===== config.mk =====
export PLATFORM = sky130hd
export DESIGN_NAME = slw_ctrl
export DESIGN_NICKNAME = d
export VERILOG_FILES = /design/src/shared/slw_pkg.sv /design/src/logic/slw_tick.sv /design/src/logic/slw_ctrl.sv
export SDC_FILE = /design/constraint.sdc
export NUM_CORES = 1
export LEC_CHECK = 0
export BUFFER_PORTS_ARGS = -buffer_cell sky130_fd_sc_hd__buf_2
export CAP_MARGIN = 25
export CORE_MARGIN = 1
export CORE_UTILIZATION = 40
export CTS_BUF_LIST = sky130_fd_sc_hd__clkbuf_2 sky130_fd_sc_hd__clkbuf_4 sky130_fd_sc_hd__clkbuf_8
export DETAILED_ROUTE_END_ITERATION = 7
export GPL_TIMING_DRIVEN = 0
export SETUP_SLACK_MARGIN = 0.2
export SKIP_CTS_REPAIR_TIMING = 1
export SLEW_MARGIN = 20
export SYNTH_ARGS = -nofsm -noshare
export SYNTH_HDL_FRONTEND = slang
export SYNTH_SLANG_ARGS = --single-unit

===== constraint.sdc =====
create_clock -name pclk -period 8.8 [get_ports pclk]
set_clock_uncertainty 0.05 [all_clocks]
set_input_delay 0.88 -clock pclk [delete_from_list [all_inputs] [get_ports pclk]]
set_output_delay 0.88 -clock pclk [all_outputs]
set_load 0.03 [all_outputs]

===== src/shared/slw_pkg.sv =====
// sleep/wake controller constants: register map, reset values, timing
// assumes a 100 MHz pclk; all timers run on a 1 ms tick
package slw_pkg;
	// ***************************************************************
	// timing
	// ***************************************************************
	localparam int CLK_PERIOD_NS = 10;
	localparam int TICK_NS = 1000000;
	localparam int TICK_CYC = (TICK_NS + CLK_PERIOD_NS - 1) / CLK_PERIOD_NS;
	localparam int SP_UNIT_MS = 10;
	localparam int CHECK_MS = 2;
	localparam int UNICAST_MS = 20;
	localparam int MIN_WAKE_MS = 10;
	localparam int HOP_MS = 5;
	// ***************************************************************
	// register byte offsets
	// ***************************************************************
	localparam logic [7:0] ADDR_MODE = 8'h00;
	localparam logic [7:0] ADDR_OPT = 8'h04;
	localparam logic [7:0] ADDR_SN = 8'h08;
	localparam logic [7:0] ADDR_SP = 8'h0C;
	localparam logic [7:0] ADDR_ST = 8'h10;
	localparam logic [7:0] ADDR_WH = 8'h14;
	localparam logic [7:0] ADDR_NET = 8'h18;
	localparam logic [7:0] ADDR_STAT = 8'h1C;
	localparam logic [7:0] ADDR_HOLD = 8'h20;
	// ***************************************************************
	// reset values and limits
	// ***************************************************************
	localparam logic [3:0] MODE_RST = 4'h0;
	localparam logic [10:0] OPT_RST = 11'h002;
	localparam logic [10:0] OPT_MASK = 11'h53F;
	localparam logic [15:0] SN_RST = 16'h0001;
	localparam logic [21:0] SP_RST = 22'h000190;
	localparam logic [21:0] SP_MAX = 22'h15F900;
	localparam logic [21:0] ST_RST = 22'h001F40;
	localparam logic [21:0] ST_MAX = 22'h36EE80;
	localparam logic [15:0] WH_RST = 16'h0000;
	localparam logic [7:0] MT_RST = 8'h01;
	localparam logic [7:0] NH_RST = 8'h07;
	localparam logic [7:0] NN_RST = 8'h03;
	// ***************************************************************
	// field positions
	// ***************************************************************
	localparam int OPT_PREF_COORD = 0;
	localparam int OPT_NON_COORD = 1;
	localparam int OPT_STATUS_MSG = 2;
	localparam int OPT_NO_EARLY = 3;
	localparam int OPT_EQUAL = 4;
	localparam int OPT_NO_RAPID = 5;
	localparam int OPT_FULL_WAKE = 8;
	localparam int OPT_RAND_IO = 10;
	localparam int NET_MT_LSB = 0;
	localparam int NET_NH_LSB = 8;
	localparam int NET_NN_LSB = 16;
	// ***************************************************************
	// sleep mode codes and states
	// ***************************************************************
	localparam logic [3:0] MODE_AWAKE = 4'h0;
	localparam logic [3:0] MODE_PIN = 4'h1;
	localparam logic [3:0] MODE_ACYC = 4'h4;
	localparam logic [3:0] MODE_ACYC_PIN = 4'h5;
	localparam logic [3:0] MODE_SUPPORT = 4'h7;
	localparam logic [3:0] MODE_SYNC = 4'h8;
	typedef enum logic [1:0] {S_AWAKE, S_SLEEP, S_CHECK} slw_state_t;
endpackage : slw_pkg


===== src/logic/slw_tick.sv =====
// millisecond tick divider for the sleep/wake controller
// assumes one clock; the tick is a one-cycle enable pulse
`timescale 1ns/10ps
module slw_tick
#(
	parameter int CYC = 100000
)
(
	// clock and reset
	input logic pclk,
	input logic presetn,
	// tick out
	output logic tick_q
);
	logic [31:0] cnt_q;
	generate
		if (CYC < 2)
		begin : g_chk
			$error("slw_tick: CYC must be at least 2");
		end
	endgenerate
	always_ff @(posedge pclk or negedge presetn)
	begin
		if (!presetn)
		begin
			cnt_q <= 32'h00000000;
			tick_q <= 1'b0;
		end
		else if (cnt_q == 32'(CYC - 1))
		begin
			cnt_q <= 32'h00000000;
			tick_q <= 1'b1;
		end
		else
		begin
			cnt_q <= cnt_q + 32'h00000001;
			tick_q <= 1'b0;
		end
	end
endmodule : slw_tick


===== src/logic/slw_ctrl.sv =====
// sleep/wake sequencer with APB register file
// assumes pins synchronous to pclk; host_char and rf_data are pulses
//
// Chosen here: the placing of the registers and the APB slave port.
`timescale 1ns/10ps
module slw_ctrl
	import slw_pkg::*;
#(
	parameter int TICK_CYC_P = TICK_CYC
)
(
	// clock and reset
	input logic pclk,
	input logic presetn,
	// apb slave
	input logic psel,
	input logic penable,
	input logic pwrite,
	input logic [7:0] paddr,
	input logic [31:0] pwdata,
	output logic [31:0] prdata,
	output logic pready,
	output logic pslverr,
	// host and radio events
	input logic sleep_req,
	input logic host_char,
	input logic rf_data,
	// status outputs
	output logic radio_on_q,
	output logic on_sleep_q,
	output logic host_ready_q,
	output logic coord_q,
	output logic pulse_out_q,
	output logic [4:0] net_flags_q
);
	// ***************************************************************
	// registers and state
	// ***************************************************************
	logic [3:0] mode_q, mode_prv_q;
	logic [10:0] opt_q;
	logic [15:0] sn_q, wh_q, whd_q, cnt_q, cnt_d;
	logic [21:0] sp_q, st_q;
	logic [7:0] mt_q, nh_q, nn_q;
	logic [25:0] tmr_q, tmr_d;
	slw_state_t state_q, state_d;
	logic ind_d, pls_d, sreq_q;
	logic [31:0] prdata_q, rd_d;
	logic pready_q, pslverr_q, err_d;
	logic tick;

	slw_tick #(.CYC(TICK_CYC_P)) u_tick
	(
		.pclk(pclk),
		.presetn(presetn),
		.tick_q(tick)
	);

	// ***************************************************************
	// derived timing
	// ***************************************************************
	wire chg = mode_q != mode_prv_q;
	wire is_async = (mode_q == MODE_ACYC) || (mode_q == MODE_ACYC_PIN);
	wire is_sync = (mode_q == MODE_SUPPORT) || (mode_q == MODE_SYNC);
	wire data = host_char || rf_data;
	wire sreq_fall = sreq_q && !sleep_req;
	wire expire = tick && (tmr_q == 26'h0000000);
	wire [25:0] sp_ms = 26'(sp_q) * 26'(SP_UNIT_MS);
	wire [25:0] st_ms = 26'(st_q);
	wire [25:0] wh_ms = 26'(wh_q);
	// sleep trimmed by host delay so the host is ready at network wake
	wire [25:0] sync_sleep = (sp_ms > wh_ms) ? sp_ms - wh_ms : '0;
	wire [25:0] wh_plus = wh_ms + 26'(UNICAST_MS);
	wire [25:0] sync_wake = (st_ms > wh_plus) ? st_ms : wh_plus;
	wire [21:0] min_wake = 22'(MIN_WAKE_MS)
		+ (22'(mt_q) + 22'h000001) * 22'(nh_q) * 22'(HOP_MS)
		+ 22'(nn_q) * 22'(HOP_MS);
	wire [16:0] cnt_nx = {1'b0, cnt_q} + 17'h00001;
	wire [24:0] hold = 25'((26'(sp_q) * 26'h0000005) >> 1);
	wire is_code_async = (pwdata[3:0] == MODE_ACYC)
		|| (pwdata[3:0] == MODE_ACYC_PIN);
	wire is_code_sync = (pwdata[3:0] == MODE_SUPPORT)
		|| (pwdata[3:0] == MODE_SYNC);
	wire mode_ok = (pwdata[3:0] == MODE_AWAKE) || (pwdata[3:0] == MODE_PIN)
		|| is_code_async || is_code_sync;
	wire setup = psel && !penable;
	wire wr_en = psel && penable && pready_q && pwrite && !pslverr_q;

	// ***************************************************************
	// sequencer next state
	// ***************************************************************
	always_comb
	begin
		state_d = state_q;
		tmr_d = tmr_q;
		cnt_d = cnt_q;
		ind_d = on_sleep_q;
		pls_d = 1'b0;
		if (tick && (tmr_q != 26'h0000000))
			tmr_d = tmr_q - 26'h0000001;
		if (chg)
		begin
			state_d = S_AWAKE;
			tmr_d = is_sync ? sync_wake : st_ms;
			cnt_d = '0;
			ind_d = 1'b1;
		end
		else if (mode_q == MODE_PIN)
		begin
			state_d = sleep_req ? S_SLEEP : S_AWAKE;
			ind_d = !sleep_req;
		end
		else if (is_async)
		begin
			case (state_q)
				S_AWAKE:
					if (data)
						tmr_d = st_ms;
					else if (expire && (sp_ms != 26'h0000000))
					begin
						state_d = S_SLEEP;
						tmr_d = sp_ms;
						ind_d = 1'b0;
					end
				S_SLEEP:
					if ((mode_q == MODE_ACYC_PIN) && sreq_fall)
					begin
						state_d = S_AWAKE;
						tmr_d = st_ms;
						cnt_d = '0;
						ind_d = 1'b1;
					end
					else if (expire && (cnt_nx >= {1'b0, sn_q}))
					begin
						state_d = S_AWAKE;
						tmr_d = st_ms;
						cnt_d = '0;
						ind_d = 1'b1;
					end
					else if (expire)
					begin
						state_d = S_CHECK;
						tmr_d = 26'(CHECK_MS);
						cnt_d = cnt_nx[15:0];
					end
				S_CHECK:
					if (data)
					begin
						state_d = S_AWAKE;
						tmr_d = st_ms;
						cnt_d = '0;
						ind_d = 1'b1;
					end
					else if (expire)
					begin
						state_d = S_SLEEP;
						tmr_d = sp_ms;
					end
				default:
					state_d = S_AWAKE;
			endcase
		end
		else if (is_sync)
		begin
			// period count plays no part here
			case (state_q)
				S_AWAKE:
					if (sp_ms == 26'h0000000)
					begin
						if (expire)
						begin
							tmr_d = sync_wake;
							pls_d = 1'b1;
						end
					end
					else if (expire
						|| (sleep_req && !opt_q[OPT_FULL_WAKE]))
					begin
						state_d = S_SLEEP;
						tmr_d = sync_sleep;
						ind_d = 1'b0;
					end
				S_SLEEP:
					if (expire)
					begin
						state_d = S_AWAKE;
						tmr_d = sync_wake;
						ind_d = 1'b1;
						pls_d = 1'b1;
					end
				default:
					state_d = S_AWAKE;
			endcase
		end
		else
		begin
			state_d = S_AWAKE;
			ind_d = 1'b1;
		end
	end

	always_ff @(posedge pclk or negedge presetn)
	begin
		if (!presetn)
		begin
			state_q <= S_AWAKE;
			tmr_q <= '0;
			cnt_q <= '0;
			on_sleep_q <= 1'b1;
			pulse_out_q <= 1'b0;
			radio_on_q <= 1'b1;
			sreq_q <= 1'b0;
			mode_prv_q <= MODE_RST;
		end
		else
		begin
			state_q <= state_d;
			tmr_q <= tmr_d;
			cnt_q <= cnt_d;
			on_sleep_q <= ind_d;
			pulse_out_q <= pls_d;
			radio_on_q <= state_d != S_SLEEP;
			sreq_q <= sleep_req;
			mode_prv_q <= mode_q;
		end
	end

	// ***************************************************************
	// wake-host delay and role
	// ***************************************************************
	// reloaded all through sleep so every wake starts a fresh delay
	always_ff @(posedge pclk or negedge presetn)
	begin
		if (!presetn)
		begin
			whd_q <= '0;
			host_ready_q <= 1'b0;
			coord_q <= 1'b0;
			net_flags_q <= '0;
		end
		else
		begin
			if (state_q != S_AWAKE)
				whd_q <= wh_q;
			else if (host_char)
				whd_q <= '0;
			else if (tick && (whd_q != 16'h0000))
				whd_q <= whd_q - 16'h0001;
			host_ready_q <= (state_q == S_AWAKE) && (whd_q == 16'h0000);
			coord_q <= is_sync && opt_q[OPT_PREF_COORD]
				&& !opt_q[OPT_NON_COORD];
			net_flags_q <= {opt_q[OPT_RAND_IO], opt_q[OPT_NO_RAPID],
				opt_q[OPT_EQUAL], opt_q[OPT_NO_EARLY],
				opt_q[OPT_STATUS_MSG]};
		end
	end

	// ***************************************************************
	// apb decode
	// ***************************************************************
	always_comb
	begin
		rd_d = '0;
		err_d = 1'b0;
		if (paddr == ADDR_MODE)
		begin
			rd_d = 32'(mode_q);
			err_d = pwrite && !mode_ok;
		end
		else if (paddr == ADDR_OPT)
		begin
			rd_d = 32'(opt_q);
			err_d = pwrite && ((pwdata[1:0] == 2'h3)
				|| ((pwdata & ~32'(OPT_MASK)) != 32'h00000000));
		end
		else if (paddr == ADDR_SN)
		begin
			rd_d = 32'(sn_q);
			err_d = pwrite && ((pwdata[15:0] == 16'h0000)
				|| (pwdata[31:16] != 16'h0000));
		end
		else if (paddr == ADDR_SP)
		begin
			rd_d = 32'(sp_q);
			err_d = pwrite && (pwdata > 32'(SP_MAX));
		end
		else if (paddr == ADDR_ST)
		begin
			rd_d = 32'(st_q);
			err_d = pwrite && ((pwdata == 32'h00000000)
				|| (pwdata > 32'(ST_MAX)));
		end
		else if (paddr == ADDR_WH)
		begin
			rd_d = 32'(wh_q);
			err_d = pwrite && (pwdata[31:16] != 16'h0000);
		end
		else if (paddr == ADDR_NET)
			rd_d = {8'h00, nn_q, nh_q, mt_q};
		else if (paddr == ADDR_STAT)
		begin
			rd_d = {26'h0000000, state_q, coord_q, host_ready_q,
				on_sleep_q, radio_on_q};
			err_d = pwrite;
		end
		else if (paddr == ADDR_HOLD)
		begin
			rd_d = 32'(hold);
			err_d = pwrite;
		end
		else
			err_d = 1'b1;
	end

	always_ff @(posedge pclk or negedge presetn)
	begin
		if (!presetn)
		begin
			pready_q <= 1'b0;
			pslverr_q <= 1'b0;
			prdata_q <= '0;
		end
		else
		begin
			pready_q <= setup;
			pslverr_q <= setup && err_d;
			prdata_q <= (setup && !pwrite) ? rd_d : '0;
		end
	end

	assign pready = pready_q;
	assign pslverr = pslverr_q;
	assign prdata = prdata_q;

	// ***************************************************************
	// register file
	// ***************************************************************
	always_ff @(posedge pclk or negedge presetn)
	begin
		if (!presetn)
		begin
			mode_q <= MODE_RST;
			opt_q <= OPT_RST;
			sn_q <= SN_RST;
			sp_q <= SP_RST;
			st_q <= ST_RST;
			wh_q <= WH_RST;
			mt_q <= MT_RST;
			nh_q <= NH_RST;
			nn_q <= NN_RST;
		end
		else if (wr_en)
		begin
			if (paddr == ADDR_MODE)
				mode_q <= pwdata[3:0];
			else if (paddr == ADDR_OPT)
				opt_q <= pwdata[10:0];
			else if (paddr == ADDR_SN)
				sn_q <= pwdata[15:0];
			else if (paddr == ADDR_SP)
				sp_q <= pwdata[21:0];
			else if (paddr == ADDR_ST)
				st_q <= pwdata[21:0];
			else if (paddr == ADDR_WH)
				wh_q <= pwdata[15:0];
			else if (paddr == ADDR_NET)
			begin
				mt_q <= pwdata[NET_MT_LSB +: 8];
				nh_q <= pwdata[NET_NH_LSB +: 8];
				nn_q <= pwdata[NET_NN_LSB +: 8];
			end
		end
		else if (is_sync && (st_q < min_wake))
			st_q <= min_wake;
	end
endmodule : slw_ctrl


==> reports/metrics.cfg <==
[detailed_routing]
wl_met2_um=45100
routed.top_layer=met4
drt_iter0_markers=2313
routed_wl_um=99800
drc=0
drt-met1-wl_um=39800
ant_nets=0
first_pass_iters=8
vias_per_cell=6.21
wl_met3_um=8210
wl_per_cell_um=27.6
vias=22512

[sta]
fmax_mhz=102
rsz0062_at_grt=yes
period_share_pct=112
holdWs_ns=0.169
slew_violations=0
worst_pin_slew_ns=1.18
fin_ws_ns=-1.03
finalSetupViolCount=22
finalHoldViolCount=0
period_needed_ns=9.83
slew_headroom_pct=20.6

[synthesis]
async_reset_ff_share_pct=100
synth_edf_count=0
synthAdderAreaFrac_pct=17.6
postSynthAreaPerCell_um2=8.61
synth_seq_cells=249
yosys.cell_types.count=90
synth-simple-area-share_pct=18.5
syn_inst=2660
synth_top_family_by_area=compound AO/OA/AOI/OAI gates
synth_compound_area_share_pct=19.9
synth_warnings=0
synth_ff_type=dfrtp_1
synth_xor_area_share_pct=6.39
yosysSeqAreaShare_pct=27.3
synthMuxAreaShare_pct=5.09
synth_area_um2=22900

[finish]
multi_input_area_um2=16000
layout_common_cells=241 x nand2_1, 227 x dfrtp_1, 219 x ha_1
syn2layout_area_growth_pct=14.5
drive_gt1_share_pct=14.6
layout.cells.most_common=nand2_1
fin_nets=3162
layout.area.seq_um2=6260
fillers=5453

[power]
power.internal_mw=2.06
fin_total_pwr_mw=3.02
switching_share_pct=31.8
combPwrFrac_pct=16.4
clkPwrFrac_pct=42.1
p_per_area_nw_per_um2=115
p_sw_mw=0.961
cellLeakagePower_nw=12.2
seq_power_share_pct=41.5
irDropWorstVdd_mv=0.0892

[setup_path]
crit_path_top_delay_cell=dfstp_2
worstSetupStartpoint=mt_q[0]$_DFFE_PN1P_
critical_path.max_stage_delay_ns=0.59
cp.arrival_ns=10.27
crit_type=reg -> reg
path_max_fanout=8
worstPathBufferInverterCount=5
startpoint_type=flop
critical_path.top_delay_family=adder cells
r2r_start=mt_q[0]$_DFFE_PN1P_
crit_path_end_kind=flop
r2r_slack_ns=-1.03
cp_data_required_time_ns=9.24
reg2reg_to=st_q[5]$_DFFE_PN0P_
path_common_cell=fa_1
reg2reg_depth=37

[cts]
cts_sinks=249
clk_latency_ns=0.67
clockBufferDepth=3
h-tree-depth=2
cts_tree=yes
cts_root_buffer=clkbuf_8
cts_made_buffers=47
clk_pin_slew_ns=0.06

[status]
violations=setup timing
status=finished, violations left

[floorplan]
start_util_pct=40.5
core_area_um2=56500
ios=92
rows=87
dieWidth_um=241
die_height_um=241
die_area_um2=58200

[placed_design]
hpwl_um=78000
gp_congestion=1.00
io_buffers=76

[grt]
antenna_found_initial=3
grt.total_usage_pct=34.1
grt_pass1_vias=21638
overflow=0
grt_first_pass_wirelength_um=144000
grt_max_degree=89

[job]
drv_cap=0

[worst_hold_path]
hold_path.class=in -> async

## worst register-to-register path, delay by kind of cell, from the launching register on
kind	cells	cell delay, ns
multiplexers	1	0.29
XOR/XNOR	3	0.60
AO/OA/AOI/OAI	9	1.59
flip-flops	1	0.59
buffers and inverters	5	0.40
adder cells (fa/ha/maj)	11	4.36
AND/OR/NAND/NOR	8	1.78
## synthesized netlist by cell type (all sizes together) (28+ instances only)
| master | instances | area [um2] |
|---|---|---|
| mux2 | 92 | 1040 |
| inv | 168 | 631 |
| nor3 | 63 | 320 |
| and2 | 36 | 225 |
| xor2 | 69 | 604 |
| fa | 59 | 1180 |
| nor4 | 32 | 215 |
| clkbuf | 108 | 405 |
| nand3 | 81 | 410 |
| o211ai | 28 | 210 |
| dfrtp | 230 | 5760 |
| o21ai | 170 | 858 |
| nand4 | 35 | 219 |
| a21oi | 174 | 871 |
| nor2b | 64 | 408 |
| a21o | 33 | 248 |
| nand2 | 241 | 905 |
| o22ai | 43 | 269 |
| xnor2 | 98 | 858 |
| nand2b | 28 | 175 |
| ha | 227 | 2840 |
| nor2 | 184 | 696 |
## cell type report
cell class	instances	share of cell area [%]
multi-input cells	2121	61.2
flip-flops and latches	249	23.9
well taps	756	3.61
clock buffers	73	3.35
repair buffers	112	2.84
inverters	169	2.42
plain buffers	128	2.20
clock inverters	14	0.554
diodes	1	0.00954
## routing by layer
layer  GRT usage (%)  up-vias
li1                -     9990
met4            20.5        0
met1            42.7    11009
met2            54.6     1190
met5               0        -
met3            6.40      323
## power groups by stage
stage | Clock (mW) | Sequential (mW) | Combinational [mW]
2_1_floorplan | 0 | 1.26 | 0.285
3_3_place_gp | 0 | 1.27 | 0.473
3_5_place_dp | 0 | 1.27 | 0.473
4_1_cts | 1.30 | 1.25 | 0.476
5_1_grt | 1.35 | 1.26 | 0.527
6_report | 1.27 | 1.25 | 0.495
## flip-flops by register name (all words and copies together) (netlist names), 5 cells and up
signal	flops
tmr_q	26
cnt_q	16
net_flags_q	5
nn_q	8
u_tick.cnt_q	32
opt_q	11
nh_q	8
whd_q	16
mt_q	8
st_q	22
prdata	24
sn_q	16
wh_q	16
sp_q	22
## metrics by stage
step	util, %	setup slack [ns]	cell area, um2	setup TNS, ns	std cells
3_5_place_dp	43.7	-1.80	24700	-37.94	3509
6_report	46.4	-1.03	26200	-21.44	3623
3_3_place_gp	43.3	-1.72	24500	-36.10	3499
5_1_grt	46.4	-1.30	26200	-27.56	3622
2_1_floorplan	-	-0.134	23200	-1.85	2667
4_1_cts	45.5	-1.93	25700	-40.28	3596
## kinds of logic after synthesis
group / Yosys count
fa+ha+maj: 286
compound gates: 697
simple gates: 858
mux: 105
xor+xnor: 167
other cells: 1
buf+inv: 297
flops: 249
## how the worst max path moves through the flow
stage,to,depth (start not counted)
2_1_floorplan,st_q[16]$_DFFE_PN0P_,35
3_3_place_gp,st_q[16]$_DFFE_PN0P_,35
3_5_place_dp,st_q[17]$_DFFE_PN0P_,36
4_1_cts,st_q[17]$_DFFE_PN0P_,36
5_1_grt,st_q[7]$_DFFE_PN0P_,37
6_report,st_q[5]$_DFFE_PN0P_,37
(Power assumes the default switching activity.)
